### src/rip_map.svh
// rip_map.svh: register offsets, field positions, reset values and cycle counts
// of the reset and interrupt priority unit. Definitions only; include by bare name.
`ifndef RIP_MAP_SVH
`define RIP_MAP_SVH
// register offsets on the plain register port
`define RIP_OFF_SETTINGS 8'h00
`define RIP_OFF_BOOT 8'h01
`define RIP_OFF_PROMOTE 8'h02
`define RIP_OFF_MAPPING 8'h03
`define RIP_OFF_WD_SERVICE 8'h04
`define RIP_OFF_CAUSE 8'h05
// system settings register fields, rate select in bits 1:0
`define RIP_SET_CONV_PU 7
`define RIP_SET_IRQ_EDGE 5
`define RIP_SET_OSC_WAIT 4
`define RIP_SET_CLK_WATCH 3
`define RIP_SET_RATE_LO 0
`define RIP_SET_WRITE_MASK 8'hFB
`define RIP_SET_ONCE_MASK 8'h33
`define RIP_SET_RESET 8'h10
// boot setup register: watchdog disable bit
`define RIP_BOOT_WD_DIS 2
// priority promote register fields, promote code in bits 3:0
`define RIP_PRO_BOOT_ROM 7
`define RIP_PRO_SPECIAL 6
`define RIP_PRO_MODE_A 5
`define RIP_PRO_IRVNE 4
`define RIP_PROMOTE_RESET 4'h6
`define RIP_MAPPING_RESET 8'h01
// watchdog service key values
`define RIP_WD_ARM 8'h55
`define RIP_WD_CLEAR 8'hAA
// reset vectors
`define RIP_VEC_HI_NORMAL 8'hFF
`define RIP_VEC_HI_SPECIAL 8'hBF
`define RIP_VEC_LO_PIN 8'hFE
`define RIP_VEC_LO_CLK 8'hFC
`define RIP_VEC_LO_WD 8'hFA
// timing counts in E clock cycles, prescaler width in bits, maskable source count
`define RIP_WD_PRESCALE_BITS 15
`define RIP_ONCE_WINDOW_CYC 7'h40
`define RIP_HOLD_CYC 3'h4
`define RIP_FETCH_CYC 2'h3
`define RIP_SRC_COUNT 15
`endif

### src/rip_pkg.sv
// rip_pkg: types of the reset and interrupt priority unit.
// assumes rip_map.svh supplies all numeric constants.
package rip_pkg;
	typedef enum logic [1:0] {RIP_HOLD, RIP_FETCH, RIP_RUN} rip_state_e;
	typedef enum logic [1:0] {RIP_CAUSE_PIN, RIP_CAUSE_CLK, RIP_CAUSE_WD} rip_cause_e;
	typedef enum logic [1:0] {RIP_NMI_NONE, RIP_NMI_PIN, RIP_NMI_ILLEGAL, RIP_NMI_TRAP} rip_nmi_e;
endpackage

### src/rip_top.sv
// rip_top: reset sequencer, vector select, watchdog and interrupt priority unit.
// assumes all inputs synchronous to I_CLK (the E clock); maskable requests arrive already
// gated by their local masks; peripherals take their reset states from O_PERIPH_RESET.
// Function
// - clock watch enable always accessible; when set a slow clock starts a reset
// - every reset clears the clock watch enable bit
// - watchdog counts E clock divided by two to the fifteenth, then rate scaled
// - rate select 00,01,10,11 scales by 1, 4, 16, 64
// - watchdog disable 0 lets timeout reset; 1 blocks timeout reset
// - vector by cause: FFFE pin, FFFC clock, FFFA watchdog; BF high in special
// - three fetch cycles after reset; CPU mask and stop-inhibit flags set
// - reset loads mapping register with 01
// - reset puts timer counter, compares, flags and masks in known states
// - reset selects fifth compare and clears its pin actions
// - reset clears periodic tick flag, its mask and rate bits
// - reset disables pulse counter and synchronous serial port
// - watchdog enable follows disable bit at reset; shortest timeout rate
// - reset puts asynchronous serial port in its fixed idle states
// - reset clears converter power-up; other converter settings undefined
// - reset loads promote code 0110 and level-sensitive external request
// - mode flags catch mode pins at reset release; special modes may rewrite
// - reset sets oscillator startup wait; programming controls left disabled
// - non-maskable order: pin, clock, watchdog, nmi pin, illegal op, trap
// - fixed maskable order of fifteen sources, external request first
// - promoted source goes to top, still obeys masks, vector unchanged
// - promote code written only while global mask flag is set
// - promote codes map to sources; reserved 0101 means external request
`include "rip_map.svh"
module rip_top #(
	parameter int WD_PRESCALE_BITS = `RIP_WD_PRESCALE_BITS,
	parameter logic [7:0] BOOT_SETUP_INIT = 8'h0C // arbitrary nonvolatile default
) (
	input wire logic I_CLK,
	input wire logic I_RST,
	input wire logic I_PIN_RESET,
	input wire logic I_CLOCK_SLOW,
	input wire logic I_MODE_PIN_A,
	input wire logic I_MODE_PIN_B,
	input wire logic I_I_FLAG,
	input wire logic I_NMI_PIN,
	input wire logic I_ILLEGAL_OP,
	input wire logic I_SW_TRAP,
	input wire logic [`RIP_SRC_COUNT-1:0] I_IRQ_REQ,
	input wire logic [7:0] I_ADDR,
	input wire logic [7:0] I_WDATA,
	input wire logic I_WR,
	input wire logic I_RD,
	output logic [7:0] O_RDATA,
	output logic O_PERIPH_RESET,
	output logic O_VEC_FETCH,
	output logic O_CCR_SET_MASKS,
	output logic [15:0] O_RESET_VECTOR,
	output logic [1:0] O_CAUSE,
	output logic [1:0] O_NMI_SEL,
	output logic O_INT_VALID,
	output logic [3:0] O_INT_SRC,
	output logic [7:0] O_SETTINGS,
	output logic [7:0] O_MAPPING,
	output logic O_SPECIAL_MODE,
	output logic O_MODE_A,
	output logic O_BOOT_ROM
);
	localparam int WDW = WD_PRESCALE_BITS + 6;

	function automatic logic [WDW-1:0] wd_limit(input logic [1:0] rate);
		logic [WDW-1:0] one;
		one = {{(WDW-1){1'b0}}, 1'b1};
		wd_limit = (one << (WD_PRESCALE_BITS + 2 * int'(rate))) - one;
	endfunction

	function automatic logic [15:0] vector_of(input rip_pkg::rip_cause_e c, input logic special);
		logic [7:0] lo;
		lo = `RIP_VEC_LO_PIN;
		unique case (c)
			rip_pkg::RIP_CAUSE_PIN: lo = `RIP_VEC_LO_PIN;
			rip_pkg::RIP_CAUSE_CLK: lo = `RIP_VEC_LO_CLK;
			rip_pkg::RIP_CAUSE_WD: lo = `RIP_VEC_LO_WD;
			default: lo = `RIP_VEC_LO_PIN;
		endcase
		vector_of = {special ? `RIP_VEC_HI_SPECIAL : `RIP_VEC_HI_NORMAL, lo};
	endfunction

	// source index follows the fixed order: 0 external request .. 14 asynchronous serial
	function automatic logic [3:0] promote_index(input logic [3:0] code);
		unique case (code)
			4'h0: promote_index = 4'hA;
			4'h1: promote_index = 4'hB;
			4'h2: promote_index = 4'hC;
			4'h3: promote_index = 4'hD;
			4'h4: promote_index = 4'hE;
			4'h5: promote_index = 4'h0;
			4'h6: promote_index = 4'h0;
			4'h7: promote_index = 4'h1;
			default: promote_index = code - 4'h6;
		endcase
	endfunction

	function automatic logic [3:0] first_set(input logic [`RIP_SRC_COUNT-1:0] req);
		first_set = 4'h0;
		for (int k = `RIP_SRC_COUNT - 1; k >= 0; k--) begin
			if (req[k])
				first_set = 4'(k);
		end
	endfunction

	rip_pkg::rip_state_e state, next_state;
	rip_pkg::rip_cause_e cause, next_cause;
	logic [2:0] hold_cnt;
	logic [1:0] fetch_cnt;
	logic [7:0] settings;
	logic [7:0] boot;
	logic [7:0] mapping;
	logic [3:0] promote;
	logic special_mode_flag, mode_a_latch, boot_rom_enable, irvne;
	logic wd_dis_eff;
	logic once_done;
	logic [6:0] win_cnt;
	logic [WDW-1:0] wd_cnt;
	logic wd_armed;
	logic periph_rst, vec_fetch, int_valid;
	logic [3:0] int_src;
	rip_pkg::rip_nmi_e nmi_sel;
	logic [15:0] vector;
	logic [7:0] rdata;

	// decode and selection
	wire sys_rst = (state == rip_pkg::RIP_HOLD);
	wire clk_req = settings[`RIP_SET_CLK_WATCH] & I_CLOCK_SLOW;
	wire wd_timeout = (wd_cnt == wd_limit(settings[`RIP_SET_RATE_LO +: 2]));
	wire wd_req = wd_timeout & ~wd_dis_eff;
	wire any_req = I_PIN_RESET | clk_req | wd_req;
	wire release_now = sys_rst & ~any_req & (hold_cnt == `RIP_HOLD_CYC - 3'h1);
	wire wr_ok = I_WR & ~sys_rst;
	wire wr_set = wr_ok & (I_ADDR == `RIP_OFF_SETTINGS);
	wire wr_boot = wr_ok & (I_ADDR == `RIP_OFF_BOOT);
	wire wr_pro = wr_ok & (I_ADDR == `RIP_OFF_PROMOTE);
	wire wr_map = wr_ok & (I_ADDR == `RIP_OFF_MAPPING);
	wire wr_svc = wr_ok & (I_ADDR == `RIP_OFF_WD_SERVICE);
	// protected settings bits are write-once early after reset, free in special modes
	wire once_open = special_mode_flag | (~once_done & (win_cnt < `RIP_ONCE_WINDOW_CYC));
	wire [7:0] set_mask = once_open ? `RIP_SET_WRITE_MASK : (`RIP_SET_WRITE_MASK & ~`RIP_SET_ONCE_MASK);
	wire [7:0] next_settings = (settings & ~set_mask) | (I_WDATA & set_mask);
	wire [3:0] promo_idx = promote_index(promote);
	wire promo_hit = I_IRQ_REQ[promo_idx];
	wire [3:0] next_int_src = promo_hit ? promo_idx : first_set(I_IRQ_REQ);
	wire next_int_valid = (state == rip_pkg::RIP_RUN) & ~I_I_FLAG & (|I_IRQ_REQ);
	wire [7:0] pro_read = {boot_rom_enable, special_mode_flag, mode_a_latch, irvne, promote};
	wire [7:0] read_mux =
		(I_ADDR == `RIP_OFF_SETTINGS) ? settings :
		(I_ADDR == `RIP_OFF_BOOT) ? boot :
		(I_ADDR == `RIP_OFF_PROMOTE) ? pro_read :
		(I_ADDR == `RIP_OFF_MAPPING) ? mapping :
		(I_ADDR == `RIP_OFF_CAUSE) ? {6'h00, cause} : 8'h00;

	// reset cause priority: pin or power-on, then clock failure, then watchdog
	always_comb begin
		next_state = state;
		next_cause = cause;
		if (any_req) begin
			next_state = rip_pkg::RIP_HOLD;
			if (I_PIN_RESET)
				next_cause = rip_pkg::RIP_CAUSE_PIN;
			else if (clk_req)
				next_cause = rip_pkg::RIP_CAUSE_CLK;
			else
				next_cause = rip_pkg::RIP_CAUSE_WD;
		end else begin
			unique case (state)
				rip_pkg::RIP_HOLD: if (release_now) next_state = rip_pkg::RIP_FETCH;
				rip_pkg::RIP_FETCH: if (fetch_cnt == `RIP_FETCH_CYC - 2'h1) next_state = rip_pkg::RIP_RUN;
				rip_pkg::RIP_RUN: next_state = rip_pkg::RIP_RUN;
				default: next_state = rip_pkg::RIP_HOLD;
			endcase
		end
	end

	// sequencer; cause only changes on a new request, so it stands through the fetch
	always_ff @(posedge I_CLK or posedge I_RST) begin
		if (I_RST) begin
			state <= rip_pkg::RIP_HOLD;
			cause <= rip_pkg::RIP_CAUSE_PIN;
			hold_cnt <= 3'h0;
			fetch_cnt <= 2'h0;
		end else begin
			state <= next_state;
			cause <= next_cause;
			hold_cnt <= (any_req || !sys_rst) ? 3'h0 : hold_cnt + 3'h1;
			fetch_cnt <= (state == rip_pkg::RIP_FETCH) ? fetch_cnt + 2'h1 : 2'h0;
		end
	end

	// sequencer outputs; peripherals hold their documented reset states while this is high
	always_ff @(posedge I_CLK or posedge I_RST) begin
		if (I_RST) begin
			periph_rst <= 1'b1;
			vec_fetch <= 1'b0;
			vector <= {`RIP_VEC_HI_NORMAL, `RIP_VEC_LO_PIN};
		end else begin
			periph_rst <= (next_state == rip_pkg::RIP_HOLD);
			vec_fetch <= (next_state == rip_pkg::RIP_FETCH);
			vector <= vector_of(next_cause, release_now ? ~I_MODE_PIN_B : special_mode_flag);
		end
	end

	// system settings: reset clears converter power-up, clock watch and rate, sets startup wait
	always_ff @(posedge I_CLK or posedge I_RST) begin
		if (I_RST) begin
			settings <= `RIP_SET_RESET;
			once_done <= 1'b0;
			win_cnt <= 7'h00;
		end else if (sys_rst) begin
			settings <= `RIP_SET_RESET;
			once_done <= 1'b0;
			win_cnt <= 7'h00;
		end else begin
			if (wr_set)
				settings <= next_settings;
			if (wr_set && !special_mode_flag)
				once_done <= 1'b1;
			if (win_cnt < `RIP_ONCE_WINDOW_CYC)
				win_cnt <= win_cnt + 7'h01;
		end
	end

	// boot setup is nonvolatile: a write only takes effect at the next reset
	always_ff @(posedge I_CLK or posedge I_RST) begin
		if (I_RST)
			boot <= BOOT_SETUP_INIT;
		else if (wr_boot)
			boot <= I_WDATA;
	end

	always_ff @(posedge I_CLK or posedge I_RST) begin
		if (I_RST)
			mapping <= `RIP_MAPPING_RESET;
		else if (sys_rst)
			mapping <= `RIP_MAPPING_RESET;
		else if (wr_map)
			mapping <= I_WDATA;
	end

	// mode flags and watchdog enable are caught at the release edge of reset
	always_ff @(posedge I_CLK or posedge I_RST) begin
		if (I_RST) begin
			special_mode_flag <= 1'b0;
			mode_a_latch <= 1'b0;
			boot_rom_enable <= 1'b0;
			irvne <= 1'b0;
			wd_dis_eff <= 1'b1;
			promote <= `RIP_PROMOTE_RESET;
		end else if (release_now) begin
			special_mode_flag <= ~I_MODE_PIN_B;
			mode_a_latch <= I_MODE_PIN_A;
			boot_rom_enable <= ~I_MODE_PIN_B & ~I_MODE_PIN_A;
			irvne <= ~I_MODE_PIN_B & I_MODE_PIN_A;
			wd_dis_eff <= boot[`RIP_BOOT_WD_DIS];
			promote <= `RIP_PROMOTE_RESET;
		end else if (sys_rst) begin
			promote <= `RIP_PROMOTE_RESET;
		end else if (wr_pro) begin
			if (I_I_FLAG)
				promote <= I_WDATA[3:0];
			irvne <= I_WDATA[`RIP_PRO_IRVNE];
			if (special_mode_flag) begin
				special_mode_flag <= I_WDATA[`RIP_PRO_SPECIAL];
				mode_a_latch <= I_WDATA[`RIP_PRO_MODE_A];
				boot_rom_enable <= I_WDATA[`RIP_PRO_BOOT_ROM];
			end
		end
	end

	// watchdog: one counter covers prescaler and rate stage; service is arm then clear
	always_ff @(posedge I_CLK or posedge I_RST) begin
		if (I_RST) begin
			wd_cnt <= '0;
			wd_armed <= 1'b0;
		end else if (sys_rst) begin
			wd_cnt <= '0;
			wd_armed <= 1'b0;
		end else begin
			if (wr_svc && I_WDATA == `RIP_WD_CLEAR && wd_armed)
				wd_cnt <= '0;
			else if (wd_timeout)
				wd_cnt <= '0;
			else
				wd_cnt <= wd_cnt + {{(WDW-1){1'b0}}, 1'b1};
			if (wr_svc)
				wd_armed <= (I_WDATA == `RIP_WD_ARM);
		end
	end

	// interrupt selection, registered; nothing is offered until the sequencer reaches RIP_RUN
	always_ff @(posedge I_CLK or posedge I_RST) begin
		if (I_RST) begin
			int_valid <= 1'b0;
			int_src <= 4'h0;
			nmi_sel <= rip_pkg::RIP_NMI_NONE;
		end else begin
			int_valid <= next_int_valid;
			int_src <= next_int_src;
			if (state != rip_pkg::RIP_RUN)
				nmi_sel <= rip_pkg::RIP_NMI_NONE;
			else if (I_NMI_PIN)
				nmi_sel <= rip_pkg::RIP_NMI_PIN;
			else if (I_ILLEGAL_OP)
				nmi_sel <= rip_pkg::RIP_NMI_ILLEGAL;
			else if (I_SW_TRAP)
				nmi_sel <= rip_pkg::RIP_NMI_TRAP;
			else
				nmi_sel <= rip_pkg::RIP_NMI_NONE;
		end
	end

	always_ff @(posedge I_CLK or posedge I_RST) begin
		if (I_RST)
			rdata <= 8'h00;
		else
			rdata <= I_RD ? read_mux : 8'h00;
	end

	assign O_RDATA = rdata;
	assign O_PERIPH_RESET = periph_rst;
	assign O_VEC_FETCH = vec_fetch;
	assign O_CCR_SET_MASKS = vec_fetch;
	assign O_RESET_VECTOR = vector;
	assign O_CAUSE = cause;
	assign O_NMI_SEL = nmi_sel;
	assign O_INT_VALID = int_valid;
	assign O_INT_SRC = int_src;
	assign O_SETTINGS = settings;
	assign O_MAPPING = mapping;
	assign O_SPECIAL_MODE = special_mode_flag;
	assign O_MODE_A = mode_a_latch;
	assign O_BOOT_ROM = boot_rom_enable;
endmodule

### config.mk
export PLATFORM = sky130hd
export DESIGN_NAME = rip_top
export DESIGN_NICKNAME = d
export VERILOG_FILES = /design/src/rip_pkg.sv /design/src/rip_top.sv
export VERILOG_INCLUDE_DIRS = /design/src
export SDC_FILE = /design/constraint.sdc
export NUM_CORES = 1
export LEC_CHECK = 0
export BUFFER_PORTS_ARGS = -buffer_cell sky130_fd_sc_hd__clkbuf_2
export CORE_ASPECT_RATIO = 0.5
export CORE_MARGIN = 2
export CORE_UTILIZATION = 44
export CTS_CLUSTER_SIZE = 10
export DETAILED_ROUTE_END_ITERATION = 7
export HOLD_SLACK_MARGIN = 0.1
export PLACE_DENSITY = 0.74
export SETUP_SLACK_MARGIN = 0.5
export SLEW_MARGIN = 25
export SYNTH_ARGS = -nofsm -noshare
export SYNTH_HDL_FRONTEND = slang
export SYNTH_SLANG_ARGS = --single-unit
### constraint.sdc
create_clock -name I_CLK -period 2.82 [get_ports I_CLK]
set_input_delay 0.564 -clock I_CLK [delete_from_list [all_inputs] [get_ports I_CLK]]
set_output_delay 0.564 -clock I_CLK [all_outputs]
set_load 0.005 [all_outputs]
==> impl_metrics.yaml <==
place:
  io_buffers: 83
  dp_hpwl_um: 8080
  post_dp_cell_area_mm2: 0.00544
  place_congestion: 0.872
  place_ws_ps: 278
timing:
  hold_violations: 0
  setup_viol: 0
  fin_crit_ps: 2210
  finClkSkew_ps: 12.0
  slew_headroom_pct: 51.8
  rsz0062_at_grt: "false"
  worst_pin_slew_ps: 723
  max_freq_mhz: 453
  layout_setup_ws_ps: 614
  final.setup.tns_ps: 0
  fin_crit_sh_pct: 78.2
  finalMaxSlewViolations: 0
global_routing:
  grt_util_all_layers_pct: 19.1
  grt.overflow.total: 0
  grt_max_degree: 35
  grt_first_pass_wirelength_um: 18300
  grt_pass1_vias: 3837
  antenna_found_initial: 0
floorplanning:
  ioPinCount: 98
  core_area_mm2: 0.0109
  die_w_um: 153
  rows: 27
  die_area_mm2: 0.0120
  start_util_pct: 44.8
  die_y_um: 78.5
final_layout:
  diodes: 0
  syn2layout_area_growth_pct: 18.0
  final_util_pct: 52.8
  final_cell_area_mm2: 0.00576
  regArea_mm2: 0.00229
  multi_input_area_mm2: 0.00241
  n_fill_cell: 972
  layout.nets: 640
  layout-drive-gt1-share_pct: 25.6
synthesis:
  synthFlopType: "dfrtp_1"
  synth.largest_area_cell: "dfrtp_1"
  async_flop_share_pct: 100
  synth-seq-cells: 91
  synth_area_per_cell_um2: 9.71
  synthTopCellsByArea: "dfrtp_1, dfstp_2, nor2_1, o21ai_0, mux4_2"
  synth_cell_type_count: 62
  syn_area_mm2: 0.00488
  synthCells: 503
  netlist.area_leader.share_pct: 41.0
  synth_edf_count: 0
  synth_warnings: 0
  seq_area_frac_synth_pct: 46.9
run:
  drv_cap: 0
routing:
  first_iter_violations: 251
  dr.pass1.iters: 5
  wl_per_cell_um: 14.9
  drc: 0
  via_per_inst: 5.37
  routed_wl_um: 11000
  route.vias.total: 3969
  drtAntennaViolNets: 0
pwr:
  p_per_area_mw_per_mm2: 504
  peakVddDrop_mv: 0.324
  power.leakage_nw: 2.63
worst_setup_path:
  critPathKind: "reg -> reg"
  worstSetupStartpointType: "register"
  required_ps: 3050
  cp_max_fo: 17
  reg2reg_setup_slack_ps: 610
  cp-end-kind: "register"
  crit_arrival_ps: 2440
  rr_endpoint: "O_INT_SRC[1]$_DFF_PP0_"
  r2r-start: "promote[0]$_DFFE_PP0P_"
  reg2reg_depth: 5
clock_tree:
  cts.sinks: 91
  clockBufferDepth: 2
  cts_root_buffer: "clkbuf_16"
  cts_tree: "built"
  numCtsBuffers: 9
  clk_latency_ps: 340
  htree_levels: 3
  clk_pin_slew_ps: 70
  cts.hold.buffers_added: 0
run_status:
  status: "finished clean"
worst_hold_path:
  hold_path.class: "in -> async"
## Yosys cell counts (3+ instances only)
library cell	count
or3b_2	3
nand3b_1	3
o2111ai_1	4
xor2_1	11
nand2_1	38
xnor2_1	13
mux2_2	5
nor4_1	5
dfstp_2	11
clkbuf_1	13
o211ai_1	3
nand3_1	26
ha_1	8
nand2b_1	9
mux4_2	7
o21ai_0	33
a21oi_1	15
o21a_1	3
nor3_1	11
and3_1	8
a31o_2	3
buf_2	4
and2_1	5
inv_1	20
dfrtp_1	80
nor2b_1	13
nor2_1	63
or3_1	7
mux2i_1	11
a31oi_1	4
nand4_1	5
buf_4	17
## repair_timing
item	4_1_cts	5_1_grt
endpoints found under the setup margin	0	12
resized for setup	0	4
buffers inserted	0	0
## cell type report
type | instances | area share, %
tap | 145 | 3.15
inverter | 20 | 1.37
clock buffer | 10 | 4.15
clock inverter | 6 | 1.09
sequential | 91 | 39.7
multi-input combinational | 374 | 41.8
timing repair buffer | 93 | 8.73
## stage by stage
stage | total power [W] | std cells | hold slack (ps)
3_3_place_gp | 0.00171 | 723 | 413
3_5_place_dp | 0.00172 | 723 | 418
5_1_grt | 0.00302 | 739 | 245
2_1_floorplan | 0.00160 | 519 | 403
6_report | 0.00291 | 739 | 219
4_1_cts | 0.00293 | 739 | 224
## registers in the layout (all words and copies together) (netlist names), 2 cells and up
signal and count:
wd_cnt 21, O_MAPPING 8, O_RDATA 8, boot 8
O_SETTINGS 7, win_cnt 7, O_INT_SRC 4, promote 4
O_RESET_VECTOR 3, hold_cnt 3, O_CAUSE 2, O_NMI_SEL 2
fetch_cnt 2, state 2
## layout by cell type, fill, tap and decap left out, drive strengths merged, types with 13 or more instances in the layout
cell type,count
inv,20
clkbuf,93
nor2b,13
o21ai,33
xnor2,13
nor2,63
a21oi,15
dfrtp,80
nand2,39
conb,18
nand3,26
## metal layers
layer  global-route usage (%)  vias to the layer above  share of wire [%]
met3                     5.52                       12                4.8
met4                     5.37                        0                1.3
met5                        0                        -                  0
li1                         -                     1903                  -
met2                     31.9                      106                 48
met1                     24.4                     1948                 46
## where the power goes
group          leakage (nW)  switching [W]  internal [W]
combinational          1.26       0.000159      0.000141
clock                 0.153       0.000500      0.000710
sequential             1.22      0.0000394       0.00136
## worst max-delay path, cell delays in order (launching register included)
cell and delay [ps]:
dfrtp_1 620, or3b_2 580, a31oi_1 210, o2111ai_1 130
nand4_1 190, mux2_2 360
## cells by family (layout without fill, tap and decap cells)
family,count (synthesis),in the layout,share of synthesized area [%]
XOR/XNOR,24,24,4.30
AO/OA/AOI/OAI,83,83,10.7
adder cells (fa/ha/maj),8,8,2.05
other,2,18,0.154
AND/OR/NAND/NOR,214,214,22.6
flip-flops,91,91,46.9
buffers and inverters,54,129,5.56
multiplexers,27,27,7.71
## worst max path at each step
stage,startpoint,to,slack (ps),cells after the start
after floorplan,I_ADDR[4],O_BOOT_ROM$_DFFE_PP0P_,560,5
after global placement,I_ADDR[4],O_MAPPING[2]$_DFFE_PP0P_,390,6
after detailed placement,I_ADDR[4],O_MAPPING[5]$_DFFE_PP0P_,280,6
after CTS,O_SETTINGS[0]$_DFFE_PP0P_,O_SPECIAL_MODE$_DFFE_PP0P_,520,5
after global routing,promote[0]$_DFFE_PP0P_,O_INT_SRC[1]$_DFF_PP0_,510,5
final,promote[0]$_DFFE_PP0P_,O_INT_SRC[1]$_DFF_PP0_,610,5
Note: power is estimated with default switching activity, not from simulation.
